==> src/core/clk_ctrl_pkg.sv <==
// constants and carrier types for the clock chip system control register bank
package clk_ctrl_pkg;

    // register addresses on the serial port
    localparam int ADDR_W = 13;
    localparam logic [12:0] ADDR_RESET_MODE = 13'h0000;
    localparam logic [12:0] ADDR_POWER_DOWN = 13'h0002;
    localparam logic [12:0] ADDR_DEV_TYPE = 13'h0003;
    localparam logic [12:0] ADDR_PROD_HI = 13'h0004;
    localparam logic [12:0] ADDR_PROD_LO = 13'h0005;
    localparam logic [12:0] ADDR_SI_REV = 13'h0006;
    localparam logic [12:0] ADDR_MAKER_HI = 13'h000c;
    localparam logic [12:0] ADDR_MAKER_LO = 13'h000d;
    localparam logic [12:0] ADDR_FIX_A = 13'h0171;
    localparam logic [12:0] ADDR_FIX_B = 13'h0172;
    localparam logic [12:0] ADDR_LOOP2_PD = 13'h0173;
    localparam logic [12:0] ADDR_OPT1 = 13'h017c;
    localparam logic [12:0] ADDR_OPT2 = 13'h017d;
    localparam logic [12:0] ADDR_LOCK1 = 13'h0182;
    localparam logic [12:0] ADDR_LOCK2 = 13'h0183;
    localparam logic [12:0] ADDR_SEL_DAC = 13'h0184;
    localparam logic [12:0] ADDR_DAC_LO = 13'h0185;
    localparam logic [12:0] ADDR_HOLDOVER = 13'h0188;
    localparam logic [12:0] ADDR_CFG_LOCK_HI = 13'h1ffd;
    localparam logic [12:0] ADDR_CFG_LOCK_MID = 13'h1ffe;
    localparam logic [12:0] ADDR_CFG_LOCK_LO = 13'h1fff;

    // field positions
    localparam int SOFT_RESET_BIT = 7;
    localparam int THREE_WIRE_DIS_BIT = 4;
    localparam int POWER_DOWN_BIT = 0;
    localparam int LOOP2_PRE_PD_BIT = 6;
    localparam int LOOP2_PD_BIT = 5;
    localparam int LOCK_LOST_BIT = 2;
    localparam int LOCK_LIVE_BIT = 1;
    localparam int LOCK_CLEAR_BIT = 0;
    localparam int HOLDOVER_BIT = 4;

    // values after reset
    localparam logic [7:0] BYTE_ZERO = 8'h00;
    localparam logic [7:0] FIX_A_RST = 8'haa;
    localparam logic [7:0] FIX_B_RST = 8'h02;

    // serial frame layout: read flag, two length bits, 13 address bits, 8 data bits
    localparam logic [4:0] FRAME_LAST = 5'h17;
    localparam logic [4:0] HEADER_LAST = 5'h0f;
    localparam logic [4:0] FRAME_BITS = 5'h18;

    // repeated output field indices
    localparam int EVEN_IDX_MAX = 12;
    localparam int ODD_IDX_MAX = EVEN_IDX_MAX + 1;

    // serial pins as they arrive
    typedef struct packed {
        logic cs_n;
        logic sclk;
        logic sdio;
    } spi_in_t;

    // live status of the analog side
    typedef struct packed {
        logic loop1_lock;
        logic loop2_lock;
        logic holdover;
        logic [2:0] input_sel;
        logic [1:0] input_los;
        logic [9:0] dac;
    } status_in_t;

    // control outputs toward the rest of the chip
    typedef struct packed {
        logic soft_reset;
        logic three_wire_disable;
        logic power_down;
        logic loop2_prescaler_off;
        logic loop2_off;
    } ctrl_out_t;

endpackage

==> src/core/clock_chip_system_control_regs.sv <==
// serial-port register bank for system control, identification and loop status
//
// Overview of operation
// - soft reset bit resets bank, clears itself
// - bit four disables three-wire readback
// - four-wire readback only on selected pin
// - register two bit zero powers down
// - register three returns device type code
// - registers four, five hold product code
// - register six returns silicon revision code
// - registers 0x00c, 0x00d hold maker code
// - fields start at power-on defaults
// - odd output index equals even plus one
`timescale 1ns/100ps
module clock_chip_system_control_regs #(
    parameter logic [7:0] DEVICE_TYPE_CODE = 8'h11, // arbitrary value
    parameter logic [15:0] PRODUCT_CODE = 16'h2233, // arbitrary value
    parameter logic [7:0] SILICON_REV_CODE = 8'h01, // arbitrary value
    parameter logic [15:0] MAKER_CODE = 16'h4455, // arbitrary value
    parameter logic [7:0] OPT1_RST = 8'h00,
    parameter logic [7:0] OPT2_RST = 8'h00,
    parameter logic [23:0] CFG_LOCK_RST = 24'h000000
) (
    input wire logic mclk_i,
    input wire logic rstn_i,
    input wire clk_ctrl_pkg::spi_in_t spi_i,
    input wire logic readback_pin_sel_i,
    input wire clk_ctrl_pkg::status_in_t status_i,
    output logic sdio_o,
    output logic sdio_oe_o,
    output logic readback_pin_o,
    output clk_ctrl_pkg::ctrl_out_t ctrl_o,
    output logic [15:0] opt_word_o,
    output logic [23:0] cfg_lock_o
);
    import clk_ctrl_pkg::*;

    // elaboration check on the repeated index layout
    if (ODD_IDX_MAX != EVEN_IDX_MAX + 1) begin : g_bad_index
        $error("odd output index must be even index plus one");
    end

    // reset release through two flops
    logic [1:0] rst_sync_q;
    logic rst_n;
    always_ff @(posedge mclk_i or negedge rstn_i) begin
        if (!rstn_i) begin
            rst_sync_q <= 2'b00;
        end else begin
            rst_sync_q <= {rst_sync_q[0], 1'b1};
        end
    end
    assign rst_n = rst_sync_q[1];

    // pin synchroniser, two stages, then a history stage for edges
    spi_in_t pin_s1_q;
    spi_in_t pin_s2_q;
    logic sclk_prev_q;
    always_ff @(posedge mclk_i or negedge rst_n) begin
        if (!rst_n) begin
            pin_s1_q <= '{cs_n: 1'b1, sclk: 1'b0, sdio: 1'b0};
            pin_s2_q <= '{cs_n: 1'b1, sclk: 1'b0, sdio: 1'b0};
            sclk_prev_q <= 1'b0;
        end else begin
            pin_s1_q <= spi_i;
            pin_s2_q <= pin_s1_q;
            sclk_prev_q <= pin_s2_q.sclk;
        end
    end

    // edge and frame decode
    wire selected_w = !pin_s2_q.cs_n;
    wire sclk_rise_w = selected_w && pin_s2_q.sclk && !sclk_prev_q;
    wire sclk_fall_w = selected_w && !pin_s2_q.sclk && sclk_prev_q;

    logic [4:0] bit_cnt_q;
    logic [22:0] shift_q;
    logic [12:0] frame_addr_q;
    logic is_read_q;
    logic load_pend_q;
    logic rd_phase_q;
    logic [7:0] rd_shift_q;
    logic [7:0] rd_data_w;

    // serial receive: shift on rising clock, latch header after bit 15
    always_ff @(posedge mclk_i or negedge rst_n) begin
        if (!rst_n) begin
            bit_cnt_q <= 5'h00;
            shift_q <= 23'h000000;
            frame_addr_q <= 13'h0000;
            is_read_q <= 1'b0;
        end else if (!selected_w) begin
            bit_cnt_q <= 5'h00;
            is_read_q <= 1'b0;
        end else if (sclk_rise_w) begin
            shift_q <= {shift_q[21:0], pin_s2_q.sdio};
            if (bit_cnt_q < FRAME_BITS) begin
                bit_cnt_q <= bit_cnt_q + 5'h01;
            end
            if (bit_cnt_q == HEADER_LAST) begin
                frame_addr_q <= {shift_q[11:0], pin_s2_q.sdio};
                is_read_q <= shift_q[14];
            end
        end
    end

    // serial transmit: load on the falling edge after the header, shift msb first
    always_ff @(posedge mclk_i or negedge rst_n) begin
        if (!rst_n) begin
            load_pend_q <= 1'b0;
            rd_phase_q <= 1'b0;
            rd_shift_q <= BYTE_ZERO;
        end else if (!selected_w) begin
            load_pend_q <= 1'b0;
            rd_phase_q <= 1'b0;
        end else if (sclk_rise_w && bit_cnt_q == HEADER_LAST) begin
            load_pend_q <= shift_q[14];
        end else if (sclk_fall_w && load_pend_q) begin
            load_pend_q <= 1'b0;
            rd_phase_q <= 1'b1;
            rd_shift_q <= rd_data_w;
        end else if (sclk_fall_w && rd_phase_q) begin
            rd_shift_q <= {rd_shift_q[6:0], 1'b0};
            if (bit_cnt_q == FRAME_BITS) begin
                rd_phase_q <= 1'b0;
            end
        end
    end

    // write strobe after the last data bit of a write frame
    logic wr_en_q;
    logic [12:0] wr_addr_q;
    logic [7:0] wr_data_q;
    wire wr_take_w = sclk_rise_w && bit_cnt_q == FRAME_LAST && !is_read_q;
    always_ff @(posedge mclk_i or negedge rst_n) begin
        if (!rst_n) begin
            wr_en_q <= 1'b0;
            wr_addr_q <= 13'h0000;
            wr_data_q <= BYTE_ZERO;
        end else begin
            wr_en_q <= wr_take_w;
            if (wr_take_w) begin
                wr_addr_q <= frame_addr_q;
                wr_data_q <= {shift_q[6:0], pin_s2_q.sdio};
            end
        end
    end

    // address match of the pending write
    function automatic logic wr_hit(input logic en, input logic [12:0] a, input logic [12:0] target);
        wr_hit = en && (a == target);
    endfunction

    // soft reset pulse, one cycle, never stored
    logic soft_q;
    always_ff @(posedge mclk_i or negedge rst_n) begin
        if (!rst_n) begin
            soft_q <= 1'b0;
        end else begin
            soft_q <= wr_hit(wr_en_q, wr_addr_q, ADDR_RESET_MODE) && wr_data_q[SOFT_RESET_BIT];
        end
    end

    // writable control registers, defaults on reset and soft reset
    logic twd_q;
    logic pd_q;
    logic [7:0] fix_a_q;
    logic [7:0] fix_b_q;
    logic pre_pd_q;
    logic loop2_pd_q;
    logic [7:0] opt1_q;
    logic [7:0] opt2_q;
    logic [23:0] cfg_lock_q;
    always_ff @(posedge mclk_i or negedge rst_n) begin
        if (!rst_n) begin
            twd_q <= 1'b0;
            pd_q <= 1'b0;
            fix_a_q <= FIX_A_RST;
            fix_b_q <= FIX_B_RST;
            pre_pd_q <= 1'b0;
            loop2_pd_q <= 1'b0;
            opt1_q <= OPT1_RST;
            opt2_q <= OPT2_RST;
            cfg_lock_q <= CFG_LOCK_RST;
        end else if (soft_q) begin
            twd_q <= 1'b0;
            pd_q <= 1'b0;
            fix_a_q <= FIX_A_RST;
            fix_b_q <= FIX_B_RST;
            pre_pd_q <= 1'b0;
            loop2_pd_q <= 1'b0;
            opt1_q <= OPT1_RST;
            opt2_q <= OPT2_RST;
            cfg_lock_q <= CFG_LOCK_RST;
        end else begin
            if (wr_hit(wr_en_q, wr_addr_q, ADDR_RESET_MODE)) begin
                twd_q <= wr_data_q[THREE_WIRE_DIS_BIT];
            end
            if (wr_hit(wr_en_q, wr_addr_q, ADDR_POWER_DOWN)) begin
                pd_q <= wr_data_q[POWER_DOWN_BIT];
            end
            if (wr_hit(wr_en_q, wr_addr_q, ADDR_FIX_A)) begin
                fix_a_q <= wr_data_q;
            end
            if (wr_hit(wr_en_q, wr_addr_q, ADDR_FIX_B)) begin
                fix_b_q <= wr_data_q;
            end
            if (wr_hit(wr_en_q, wr_addr_q, ADDR_LOOP2_PD)) begin
                pre_pd_q <= wr_data_q[LOOP2_PRE_PD_BIT];
                loop2_pd_q <= wr_data_q[LOOP2_PD_BIT];
            end
            if (wr_hit(wr_en_q, wr_addr_q, ADDR_OPT1)) begin
                opt1_q <= wr_data_q;
            end
            if (wr_hit(wr_en_q, wr_addr_q, ADDR_OPT2)) begin
                opt2_q <= wr_data_q;
            end
            if (wr_hit(wr_en_q, wr_addr_q, ADDR_CFG_LOCK_HI)) begin
                cfg_lock_q[23:16] <= wr_data_q;
            end
            if (wr_hit(wr_en_q, wr_addr_q, ADDR_CFG_LOCK_MID)) begin
                cfg_lock_q[15:8] <= wr_data_q;
            end
            if (wr_hit(wr_en_q, wr_addr_q, ADDR_CFG_LOCK_LO)) begin
                cfg_lock_q[7:0] <= wr_data_q;
            end
        end
    end

    // sticky lock-lost flags, one per loop; a loss in the clear cycle wins
    logic [1:0] live_w;
    logic [1:0] live_prev_q;
    logic [1:0] lost_q;
    logic [1:0] clear_w;
    assign live_w = {status_i.loop2_lock, status_i.loop1_lock};
    for (genvar i = 0; i < 2; i++) begin : g_loop
        localparam logic [12:0] LOCK_ADDR = (i == 0) ? ADDR_LOCK1 : ADDR_LOCK2;
        assign clear_w[i] = wr_hit(wr_en_q, wr_addr_q, LOCK_ADDR) && wr_data_q[LOCK_CLEAR_BIT];
        always_ff @(posedge mclk_i or negedge rst_n) begin
            if (!rst_n) begin
                live_prev_q[i] <= 1'b0;
                lost_q[i] <= 1'b0;
            end else begin
                live_prev_q[i] <= live_w[i];
                if (live_prev_q[i] && !live_w[i]) begin
                    lost_q[i] <= 1'b1;
                end else if (clear_w[i] || soft_q) begin
                    lost_q[i] <= 1'b0;
                end
            end
        end
    end

    // read data select; identifier bytes and the select, dac and holdover status bytes have no write path
    function automatic logic [7:0] read_mux(input logic [12:0] a);
        case (a)
            ADDR_RESET_MODE: read_mux = {soft_q, 2'b00, twd_q, 4'h0};
            ADDR_POWER_DOWN: read_mux = {7'h00, pd_q};
            ADDR_DEV_TYPE: read_mux = DEVICE_TYPE_CODE;
            ADDR_PROD_HI: read_mux = PRODUCT_CODE[15:8];
            ADDR_PROD_LO: read_mux = PRODUCT_CODE[7:0];
            ADDR_SI_REV: read_mux = SILICON_REV_CODE;
            ADDR_MAKER_HI: read_mux = MAKER_CODE[15:8];
            ADDR_MAKER_LO: read_mux = MAKER_CODE[7:0];
            ADDR_FIX_A: read_mux = fix_a_q;
            ADDR_FIX_B: read_mux = fix_b_q;
            ADDR_LOOP2_PD: read_mux = {1'b0, pre_pd_q, loop2_pd_q, 5'h00};
            ADDR_OPT1: read_mux = opt1_q;
            ADDR_OPT2: read_mux = opt2_q;
            ADDR_LOCK1: read_mux = {5'h00, lost_q[0], live_w[0], 1'b0};
            ADDR_LOCK2: read_mux = {5'h00, lost_q[1], live_w[1], 1'b0};
            ADDR_SEL_DAC: read_mux = {status_i.dac[9:8], status_i.input_sel, 1'b0, status_i.input_los};
            ADDR_DAC_LO: read_mux = status_i.dac[7:0];
            ADDR_HOLDOVER: read_mux = {3'b000, status_i.holdover, 4'h0};
            ADDR_CFG_LOCK_HI: read_mux = cfg_lock_q[23:16];
            ADDR_CFG_LOCK_MID: read_mux = cfg_lock_q[15:8];
            ADDR_CFG_LOCK_LO: read_mux = cfg_lock_q[7:0];
            default: read_mux = BYTE_ZERO;
        endcase
    endfunction
    assign rd_data_w = read_mux(frame_addr_q);

    // readback routing: sdio in three-wire mode, selected pin in either mode
    assign sdio_o = rd_shift_q[7];
    assign sdio_oe_o = rd_phase_q && selected_w && !twd_q;
    assign readback_pin_o = readback_pin_sel_i && rd_phase_q && rd_shift_q[7];

    // control outputs
    assign ctrl_o.soft_reset = soft_q;
    assign ctrl_o.three_wire_disable = twd_q;
    assign ctrl_o.power_down = pd_q;
    assign ctrl_o.loop2_prescaler_off = pre_pd_q;
    assign ctrl_o.loop2_off = loop2_pd_q;
    assign opt_word_o = {opt1_q, opt2_q};
    assign cfg_lock_o = cfg_lock_q;
endmodule // clock_chip_system_control_regs

==> config.mk <==
export PLATFORM = sky130hd
export DESIGN_NAME = clock_chip_system_control_regs
export DESIGN_NICKNAME = d
export VERILOG_FILES = /design/src/core/clk_ctrl_pkg.sv /design/src/core/clock_chip_system_control_regs.sv
export SDC_FILE = /design/constraint.sdc
export NUM_CORES = 1
export LEC_CHECK = 0
export BUFFER_PORTS_ARGS = -buffer_cell sky130_fd_sc_hd__buf_2
export CORE_ASPECT_RATIO = 1.2
export CORE_UTILIZATION = 64
export CTS_CLUSTER_DIAMETER = 40
export CTS_CLUSTER_SIZE = 25
export DETAILED_ROUTE_END_ITERATION = 8
export GPL_ROUTABILITY_DRIVEN = 0
export PLACE_DENSITY = 0.86
export SLEW_MARGIN = 25
export SYNTH_ARGS = -nofsm -noshare
export SYNTH_HDL_FRONTEND = slang
export SYNTH_SLANG_ARGS = --single-unit
==> constraint.sdc <==
create_clock -name mclk_i -period 10.54 [get_ports mclk_i]
set_input_delay 0 -clock mclk_i [delete_from_list [all_inputs] [get_ports mclk_i]]
set_output_delay 0 -clock mclk_i [all_outputs]
set_load 0.01 [all_outputs]
### Yosys cells after proc, flatten, opt, wreduce, memory -nomap -nowiden

Cells that the tools add are included.

| word-level totals | value |
|---|---|
| register bits after elaboration | 140 |
| input bits | 24 |
| output and inout bits | 48 |
| word-level logic and storage cells | 180 |

| cells by class | value |
|---|---|
| add/sub/neg operators | 1 |
| order comparisons | 1 |
| equality and inequality tests | 35 |
| multiplexer cells | 41 |
| bitwise operators | 2 |
| reduce and logical (&&, ||, !) cells | 66 |

Operators with widths:

| cell | number |
|---|---|
| $eq 13x9->1 const B | 17 |
| $pmux 8 s21 | 1 |
| $mux 8 | 13 |
| $eq 13x13->1 const B | 6 |
| $eq 13x2->1 const B | 3 |
| $eq 13x3->1 const B | 3 |
| $reduce_bool 2->1 | 16 |
| $logic_and 1x1->1 | 30 |
| $eq 13x4->1 const B | 2 |
| $logic_not 13->1 | 2 |
| $mux 24 | 1 |
| $mux 1 | 23 |
| $mux 5 | 3 |
| $eq 5x5->1 const B | 2 |
| $reduce_and 3->1 | 3 |
| $reduce_bool 3->1 | 3 |
| $logic_not 1->1 | 7 |
| $reduce_and 2->1 | 3 |
| $add 5x1->5 const B | 1 |
| $eq 5x4->1 const B | 1 |
| $lt 5x5->1 const B | 1 |
| $logic_or 1x1->1 | 2 |
| $ne 2x2->1 const B | 1 |
| $not 1->1 | 2 |

### Logic depth before layout (Yosys ltp)

Gate-level depths: netlist of the first run.

| logic depth | value |
|---|---|
| depth in word-level cells | 8 |
| mapped depth | 8 |
| mapped depth without buffers | 7 |

### Least setup slack after synthesis of the first run

Ideal clock, no wire load.

| path | value |
|---|---|
| kind | flip-flop to flip-flop |
| from | register sclk_prev_q |
| to | register wr_addr_q[0] |
| library setup time | 0.125 ns |
| arrival | 1.729 ns |
| data required time | 10.415 ns |
| setup slack | 8.686 ns |
| cell stages (with the launch flop) | 5 |
| buffers on the path | 1 |
| clock period less this slack | 1.854 ns |
| path through | dfrtp_1 or3b_2 nor3_2 buf_4 mux2_2 |

| on the way | value |
|---|---|
| word-level cells in the longest chain between the ends | 4 |

RTL lines:

| item | line | text |
|---|---|---|
| from (decl) | clock_chip_system_control_regs.sv:58 | `logic sclk_prev_q;` |
| from (signal assigned) | clock_chip_system_control_regs.sv:67 | `sclk_prev_q <= pin_s2_q.sclk;` |
| $logic_not 1->1 | clock_chip_system_control_regs.sv:73 | `wire sclk_rise_w = selected_w && pin_s2_q.sclk && !sclk_prev_q;` |
| $logic_and 1x1->1 | clock_chip_system_control_regs.sv:73 |  |
| $logic_and 1x1->1 (2 in a row) | clock_chip_system_control_regs.sv:134 | `wire wr_take_w = sclk_rise_w && bit_cnt_q == FRAME_LAST && !is_read_q;` |
| to (signal assigned) | clock_chip_system_control_regs.sv:143 | `wr_addr_q <= frame_addr_q;` |
| to (decl) | clock_chip_system_control_regs.sv:132 | `logic [12:0] wr_addr_q;` |

Every way passes these cells.
A chain may end at the register's enable or synchronous reset.

### Final worst setup path of the first run

| path | value |
|---|---|
| from | register frame_addr_q[0] |
| to | register rd_shift_q[1] |

| on the way | value |
|---|---|
| word-level cells in the longest chain between the ends | 3 |
| elaborated cells between the ends (all ways) | 23 |
| those cells by class | 20 x eq/ne; 2 x mux; 1 x reduce/logical |

RTL lines:

| item | line | text |
|---|---|---|
| from (decl) | clock_chip_system_control_regs.sv:78 | `logic [12:0] frame_addr_q;` |
| from (signal assigned) | clock_chip_system_control_regs.sv:101 | `frame_addr_q <= {shift_q[11:0], pin_s2_q.sdio};` |
| $eq 13x13->1, or another cell as far along | clock_chip_system_control_regs.sv:256 | `case (a)` |
| $pmux 8 s21 * | clock_chip_system_control_regs.sv:256 |  |
| $mux 8 * | clock_chip_system_control_regs.sv:118 | `end else if (sclk_fall_w && load_pend_q) begin` |
| to (signal assigned) | clock_chip_system_control_regs.sv:121 | `rd_shift_q <= rd_data_w;` |
| to (signal assigned) | clock_chip_system_control_regs.sv:123 | `rd_shift_q <= {rd_shift_q[6:0], 1'b0};` |
| to (decl) | clock_chip_system_control_regs.sv:82 | `logic [7:0] rd_shift_q;` |

Every way passes the cells marked *; elsewhere a longest branch is shown, timed or not.

==> impl_summary.txt, run 1 <==
----------------------------------------------------
[Worst setup path]
  Crit path kind ... flip-flop to flip-flop
  WP data arrival ... 2.85 ns
  Capture point of the worst reg-to-reg path ... rd_shift_q[1]
  Critical path's largest stage delay ... 0.90 ns
  Worst setup EP type ... flip-flop
  Reg-to-reg setup timing slack ... 8.03 ns
  Required @ worst endpoint ... 10.88 ns
  Cells on worst reg2reg path ... 7
  List of cells traversed by the critical path ... buf_4 > nor4b_1 > a32o_1 > a22oi_1 > nor2_1 > a2111oi_0 > o21ai_0
  Top delay family on crit path ... simple AND/OR/NAND/NOR gates
  Crit. path cell count ... 7
  Startpoint of the lowest-slack register-to-register path ... frame_addr_q[0]
  Crit path buf inv count ... 1
  Worst Setup Start Kind ... flip-flop
  Master of the slowest instance on the critical path ... sky130_fd_sc_hd__nor4b_1
  Largest fanout on the critical path ... 30

[Synth]
  Primary flip-flop cell chosen by synthesis mapping ... sky130_fd_sc_hd__dfrtp_1
  Leading post-synthesis cells by cell area ... sky130_fd_sc_hd__dfrtp_1 49%, sky130_fd_sc_hd__mux2_2 10%, sky130_fd_sc_hd__mux2i_1 6.9%
  Number of enable-type register cells in the synthesized netlist ... 0
  Register bit total from synthesis ... 140
  Mean post-synth cell area ... 11.2 µm²
  Post-synth net total ... 642
  Sequential area share after synthesis ... 51.2%
  Cell area after synthesis ... 6860 µm²
  Yosys cell types ... 63
  Share of flip-flops with an asynchronous set or reset after synthesis ... 100%
  Yosys top cell by area ... sky130_fd_sc_hd__dfrtp_1
  Count of synthesis-stage warnings from yosys ... 0
  Dominant cell by count in the synthesized netlist ... sky130_fd_sc_hd__dfrtp_1
  Commonest cells in the synthesized netlist ... 133 x sky130_fd_sc_hd__dfrtp_1, 62 x sky130_fd_sc_hd__mux2_2, 59 x sky130_fd_sc_hd__nor2_1
  Area share of the leading cell type in the synthesized netlist ... 48.5%
  Gate count of the mapped netlist ... 615

[STA]
  Max-slew violation total from the final report ... 0
  Final setup violation count ... 0
  Worst Clk Skew ... 0.00921 ns
  Fin Setup TNS ... 0 ns
  Hold Vio Cnt, Final ... 0
  Setup repair after global routing missed its margin ... no
  Period utilisation layout ... 23.8%
  FMAX ... 399 MHz
  Measured slew at the worst slew-check pin ... 0.996 ns
  Slew margin rel. ... 32.6%
  Clock period minus worst slack ... 2.51 ns
  Final setup slack of the worst path ... 8.03 ns

[Global routing]
  Met2 capacity usage during global routing ... 52.2%
  Global route hottest layer ... met2
  Overflow left after global routing ... 0
  Met1 Use GR ... 38.8%
  Largest net degree at the start of global routing ... 76
  Initial antenna violation count ... 0
  Met3 demand-to-capacity share in global routing ... 9.52%
  Via count of the first global-routing pass ... 5278
  Wire length of the first global-routing pass ... 27100 µm
  Total global-route track usage ... 32.9%

[Worst hold path]
  Endpoint of the worst hold path ... rd_shift_q[4]
  Hold depth ... 4
  Tightest Hold Check Type ... input pin to flip-flop
  Source of the worst hold timing path ... status_i[4]

[CTS]
  Clock buffer count from CTS ... 17
  Number of buffers on the longest clock path ... 2
  Hold buffer count at CTS ... 7
  Clock tree from TritonCTS ... yes
  Post-CTS sizing ... 0
  Clk root buf ... sky130_fd_sc_hd__clkbuf_16
  Clock tree sinks ... 140
  Clock transition time at the flip-flop clock pins of the worst setup and hold paths ... 0.06 ns
  Clock latency at the later pin of the worst-skew pair ... 0.43 ns
  H-tree depth ... 4
  Post-CTS Setup Inserts ... 0

[Drt]
  Detailed router's first-iteration violation count ... 650
  Vias per cell ... 6.55
  Total wire length after detailed routing ... 17400 µm
  Via count ... 5321
  Antenna violation net count after detailed routing ... 0
  Residual DRC ... 0
  WL per Instance ... 21.4 µm
  First-pass DRT Iterations ... 6

[Power and ir drop]
  Leakage power summed over all cells ... 3.92 nW
  IR drop worst, VDD ... 99.2 µV
  Power density over the cells ... 157 nW/µm²
  Total chip power ... 1.23 mW

[Placement]
  Port Buffer Count ... 71
  HPWL after DPL ... 11400 µm
  Worst setup slack before clock tree synthesis ... 8.12 ns
  Cell Count Post-Placement ... 772

[Floorplan]
  Site Rows ... 41
  Initial core utilization ... 65.5%
  Core area ... 10500 µm²
  Die span in x ... 96.5 µm
  Top-level port count ... 72
  Die Y-Extent ... 115 µm
  Die area ... 11100 µm²

[Finish]
  Final antenna diode count ... 0
  Final layout net count ... 697
  Final core area utilization ... 74.8%
  Growth of design area from synthesis to finish ... 14.1%
  Fill cell instance count of the final layout ... 644
  Ratio of cells with drive above 1 in the final layout ... 29.4%
  Final cell count without fillers ... 812

[Job]
  Number of maximum-capacitance constraint violations ... 0

[Run status]
  Outcome ... completed

----------------------------------------------------
-- cell type report --
type / instances / area [µm²] / area share [%]
Clock buffer: 17 / 425 / 5.44
Clock inverter: 15 / 185 / 2.37
Inverter: 9 / 33.8 / 0.432
Multi-Input combinational cell: 418 / 3010 / 38.5
Sequential cell: 140 / 3520 / 45.0
Tap cell: 129 / 161 / 2.06
Timing Repair Buffer: 84 / 490 / 6.27
-- cell usage in the layout (no fill, tap or decap), types with 7 or more instances in the layout --
cell	netlist	routed
sky130_fd_sc_hd__a22oi_1	20	20
sky130_fd_sc_hd__dfstp_2	7	7
sky130_fd_sc_hd__o21ai_0	26	26
sky130_fd_sc_hd__nand3_1	25	25
sky130_fd_sc_hd__nor3_1	7	7
sky130_fd_sc_hd__nor2b_1	10	10
sky130_fd_sc_hd__a21oi_1	21	21
sky130_fd_sc_hd__mux2_2	62	62
sky130_fd_sc_hd__nor2_1	59	59
sky130_fd_sc_hd__clkbuf_16	0	17
sky130_fd_sc_hd__nand2_1	43	43
sky130_fd_sc_hd__buf_2	5	71
sky130_fd_sc_hd__inv_1	9	9
sky130_fd_sc_hd__dlygate4sd3_1	0	7
sky130_fd_sc_hd__mux2i_1	47	47
sky130_fd_sc_hd__a32oi_1	11	11
sky130_fd_sc_hd__dfrtp_1	133	131
-- worst max path at each step --
stage / startpoint / slack [ns] / endpoint
floorplan: rst_sync_q[1] / 6.36 / bit_cnt_q[0]
global placement: frame_addr_q[2] / 8.25 / rd_shift_q[4]
detailed placement: frame_addr_q[1] / 8.12 / rd_shift_q[4]
CTS: frame_addr_q[1] / 8.09 / rd_shift_q[4]
global route: frame_addr_q[0] / 7.85 / rd_shift_q[2]
finish: frame_addr_q[0] / 8.03 / rd_shift_q[1]
-- layer usage --
metal	vias to the layer above	routed length (µm)
met5	-	0
met4	0	916
met3	84	1320
met2	286	8570
met1	2617	6560
li1	2334	-
-- report_power, final --
group / switching, mW / internal, mW
Clock: 0.239 / 0.374
Sequential: 0.0177 / 0.556
Combinational: 0.0189 / 0.0201
Total: 0.276 / 0.950
-- cells by family after synthesis --
| kind of cell | count (synthesis) | synth area share, % |
|---|---|---|
| buffers and inverters | 57 | 4.91 |
| AO/OA/AOI/OAI | 107 | 10.7 |
| XOR/XNOR | 2 | 0.255 |
| adder cells (fa/ha/maj) | 3 | 0.547 |
| flip-flops | 140 | 51.2 |
| other | 1 | 0.0547 |
| AND/OR/NAND/NOR | 196 | 15.3 |
| multiplexers | 109 | 17.0 |
-- through the flow --
stage | area [µm²] | hold WS, ns
2_1_floorplan | 6860 | -0.296
4_1_cts | 7800 | 0.112
6_report | 7830 | 0.110
3_3_place_gp | 7120 | -0.215
5_1_grt | 7830 | 0.145
3_5_place_dp | 7120 | -0.213
-- worst min-delay path, stage by stage --
cell and delay [ns]:
sky130_fd_sc_hd__buf_2 0.08, sky130_fd_sc_hd__a32oi_1 0.09, sky130_fd_sc_hd__o21ai_0 0.14, sky130_fd_sc_hd__o221a_2 0.19
-- flip-flops by register name, indices dropped and copies added (netlist names), 3 cells and up --
name and flops:
cfg_lock_o 24, shift_q 15, frame_addr_q 13, wr_addr_q 13, fix_a_q 8, fix_b_q 8, opt1_q 8, opt2_q 8
rd_shift_q 8, wr_data_q 8, bit_cnt_q 5, pin_s1_q 3, pin_s2_q 3
Note: power is estimated with default switching activity, not from simulation.
==> run 2, diff against run 1 <==
--- a/config.mk
+++ b/config.mk
@@ -7,12 +7,12 @@
 export LEC_CHECK = 0
 export BUFFER_PORTS_ARGS = -buffer_cell sky130_fd_sc_hd__buf_2
 export CORE_ASPECT_RATIO = 1.2
-export CORE_UTILIZATION = 64
+export CORE_UTILIZATION = 59
 export CTS_CLUSTER_DIAMETER = 40
 export CTS_CLUSTER_SIZE = 25
 export DETAILED_ROUTE_END_ITERATION = 8
 export GPL_ROUTABILITY_DRIVEN = 0
-export PLACE_DENSITY = 0.86
+export PLACE_DENSITY = 0.8
 export SLEW_MARGIN = 25
 export SYNTH_ARGS = -nofsm -noshare
 export SYNTH_HDL_FRONTEND = slang
==> constraint.sdc (replaced) <==
create_clock -name mclk_i -period 2.55 [get_ports mclk_i]
set_input_delay 0 -clock mclk_i [delete_from_list [all_inputs] [get_ports mclk_i]]
set_output_delay 0 -clock mclk_i [all_outputs]
set_load 0.01 [all_outputs]
==> impl_summary.txt, run 2 (same netlist as run 1, synthesis figures left out) <==
----------------------------------------------------
[Finish]
  Leading cell types in the layout, fill and taps excluded ... 131 x sky130_fd_sc_hd__dfrtp_1, 71 x sky130_fd_sc_hd__buf_2, 62 x sky130_fd_sc_hd__mux2_2, 59 x sky130_fd_sc_hd__nor2_1, 47 x sky130_fd_sc_hd__mux2i_1 (unchanged)
  Fill cell instance count of the final layout ... 783 (was 644)
  Area of the multi-input gates ... 3010 µm² (about the same)
  Sequential standard cell area ... 3520 µm² (about the same)
  Post-route cell area ... 7910 µm² (was 7830 µm²)
  Max reg flops ... 24 (unchanged)
  Final antenna diode count ... 0 (unchanged)
  Commonest non-fill, non-tap cell in the layout ... sky130_fd_sc_hd__dfrtp_1 (unchanged)
  Ratio of cells with drive above 1 in the final layout ... 30.3% (was 29.4%)
  Growth of design area from synthesis to finish ... 15.3% (was 14.1%)
  Final layout net count ... 707 (was 697)

[Run status]
  Outcome ... completed (unchanged)

[Placement]
  HPWL after DPL ... 11700 µm (was 11400 µm)
  Port Buffer Count ... 71 (unchanged)
  Post-detailed-placement cell area ... 7250 µm² (was 7120 µm²)

[Global routing]
  Initial antenna violation count ... 0 (unchanged)
  Met3 demand-to-capacity share in global routing ... 6.35% (was 9.52%)
  Met2 capacity usage during global routing ... 48.6% (was 52.2%)
  Total global-route track usage ... 30.3% (was 32.9%)
  Via count of the first global-routing pass ... 5200 (was 5278)
  Wire length of the first global-routing pass ... 27400 µm (was 27100 µm)
  Global route hottest layer ... met2 (unchanged)
  Overflow left after global routing ... 0 (unchanged)
  Largest net degree at the start of global routing ... 51 (was 76)
  Met1 Use GR ... 38.1% (was 38.8%)

[Drt]
  Antenna violation net count after detailed routing ... 0 (unchanged)
  Residual DRC ... 0 (unchanged)
  Total wire length after detailed routing ... 17100 µm (was 17400 µm)
  Vias per cell ... 6.26 (was 6.55)
  First-pass DRT Iterations ... 6 (unchanged)
  Via count ... 5305 (was 5321)
  WL per Instance ... 20.1 µm (was 21.4 µm)
  Detailed router's first-iteration violation count ... 426 (was 650)

[Floorplan]
  Die span in x ... 100 µm (was 96.5 µm)
  Site Rows ... 42 (was 41)
  Core area ... 11200 µm² (was 10500 µm²)
  Top-level port count ... 72 (unchanged)
  Die Y-Extent ... 120 µm (was 115 µm)
  Die area ... 12100 µm² (was 11100 µm²)
  Initial core utilization ... 61.3% (was 65.5%)

[CTS]
  Clock buffer count from CTS ... 17 (unchanged)
  Clock tree from TritonCTS ... yes (unchanged)
  Number of buffers on the longest clock path ... 2 (unchanged)
  Clock latency at the later pin of the worst-skew pair ... 0.42 ns (was 0.43 ns)
  Clk root buf ... sky130_fd_sc_hd__clkbuf_16 (unchanged)
  Clock transition time at the flip-flop clock pins of the worst setup and hold paths ... 0.06 ns (about the same)
  Clock tree sinks ... 140 (unchanged)
  H-tree depth ... 4 (unchanged)
  Post-CTS Setup Inserts ... 0 (unchanged)

[Worst hold path]
  Hold depth ... 4 (unchanged)
  Tightest Hold Check Type ... input pin to flip-flop (unchanged)
  Endpoint of the worst hold path ... rd_shift_q[4] (unchanged)
  Source of the worst hold timing path ... status_i[4] (unchanged)

[STA]
  Max-slew violation total from the final report ... 0 (unchanged)
  Hold Vio Cnt, Final ... 0 (unchanged)
  Slew margin rel. ... 38.5% (was 32.6%)
  Measured slew at the worst slew-check pin ... 0.921 ns (was 0.996 ns)
  FMAX ... 419 MHz (was 399 MHz)
  Clock period minus worst slack ... 2.39 ns (was 2.51 ns)
  Worst Clk Skew ... 0.00629 ns (was 0.00921 ns)
  Setup repair after global routing missed its margin ... no (unchanged)
  Hold slack ... 0.141 ns (was 0.110 ns)
  Final setup violation count ... 0 (unchanged)
  Period utilisation layout ... 93.6% (was 23.8%)
  Fin Setup TNS ... 0 ns (unchanged)

[Worst setup path]
  Crit path kind ... flip-flop to flip-flop (unchanged)
  Most common cell type on the critical path ... sky130_fd_sc_hd__o21ai_0
  Startpoint of the lowest-slack register-to-register path ... frame_addr_q[3] (was frame_addr_q[0])
  Worst Setup Start Kind ... flip-flop (unchanged)
  Required @ worst endpoint ... 2.88 ns (was 10.88 ns)
  Worst setup EP type ... flip-flop (unchanged)
  Master of the slowest instance on the critical path ... sky130_fd_sc_hd__nor3b_2 (was sky130_fd_sc_hd__nor4b_1)
  Capture point of the worst reg-to-reg path ... rd_shift_q[6] (was rd_shift_q[1])
  Critical path's largest stage delay ... 0.66 ns (was 0.90 ns)
  Reg-to-reg setup timing slack ... 0.16 ns (was 8.03 ns)
  Largest fanout on the critical path ... 15 (was 30)
  WP data arrival ... 2.72 ns (was 2.85 ns)
  Cells on worst reg2reg path ... 5 (was 7)
  List of cells traversed by the critical path ... nor3b_2 > a22oi_1 > o21ai_0 > a211oi_1 > o21ai_0 (was buf_4 > nor4b_1 > a32o_1 > a22oi_1 > nor2_1 > a2111oi_0 > o21ai_0)

[Job]
  Number of maximum-capacitance constraint violations ... 0 (unchanged)

[Power and ir drop]
  Power density over the cells ... 627 nW/µm² (was 157 nW/µm²)
  Leakage power summed over all cells ... 3.97 nW (was 3.92 nW)
  IR drop worst, VDD ... 559 µV (was 99.2 µV)

----------------------------------------------------
run 2: final cells by class:
type / count / share of cell area [%]
clock buffers: 19 / 5.60
inverters: 9 / 0.427
well taps: 154 / 2.44
clock inverters: 13 / 1.80
repair buffers: 94 / 7.21
multi-input cells: 418 / 38.1
flip-flops and latches: 140 / 44.5
run 2: what timing repair did:
| item | 4_1_cts | 5_1_grt |
|---|---|---|
| setup endpoints to repair | 0 | 1 |
| endpoints found under the hold margin | 9 | 0 |
| hold buffers | 7 | 0 |
| resized for setup | 0 | 1 |
run 2: power breakdown:
part	internal [mW]	switching, mW	total (mW)
clock network	1.47	0.955	2.42
logic	0.0849	0.0702	0.155
registers	2.30	0.0875	2.38
run 2: critical path: cells and delay by family (launching register included):
kind | cells | cell delay, ns
and+or+nand+nor | 1 | 0.66
DFF | 1 | 0.53
AOI/OAI and AO/OA | 4 | 1.10
run 2: how the worst max path moves through the flow:
stage                     slack, ns       startpoint  cells after the start             to
after floorplan                0.23    rst_sync_q[1]                      0   bit_cnt_q[0]
after global placement         0.27  frame_addr_q[0]                      6  rd_shift_q[2]
after detailed placement       0.26  frame_addr_q[0]                      6  rd_shift_q[2]
after CTS                      0.22  frame_addr_q[0]                      6  rd_shift_q[2]
after global routing           0.03  frame_addr_q[3]                      5  rd_shift_q[6]
final                          0.16  frame_addr_q[3]                      5  rd_shift_q[6]
run 2: layer usage:
metal / wire length, µm / vias up
met4: 883 / 0
li1: - / 2348
met1: 6620 / 2582
met2: 8290 / 305
met5: 0 / -
met3: 1250 / 70
run 2: metrics by stage:
step	total power [mW]	utilization [%]	setup WS, ns	instances
floorplan	2.48	-	0.231	615
global placement	2.55	64.8	0.270	808
detailed placement	2.57	64.8	0.260	808
CTS	4.98	70.7	0.224	847
global route	5.12	70.7	0.0340	847
finish	4.96	70.7	0.163	847
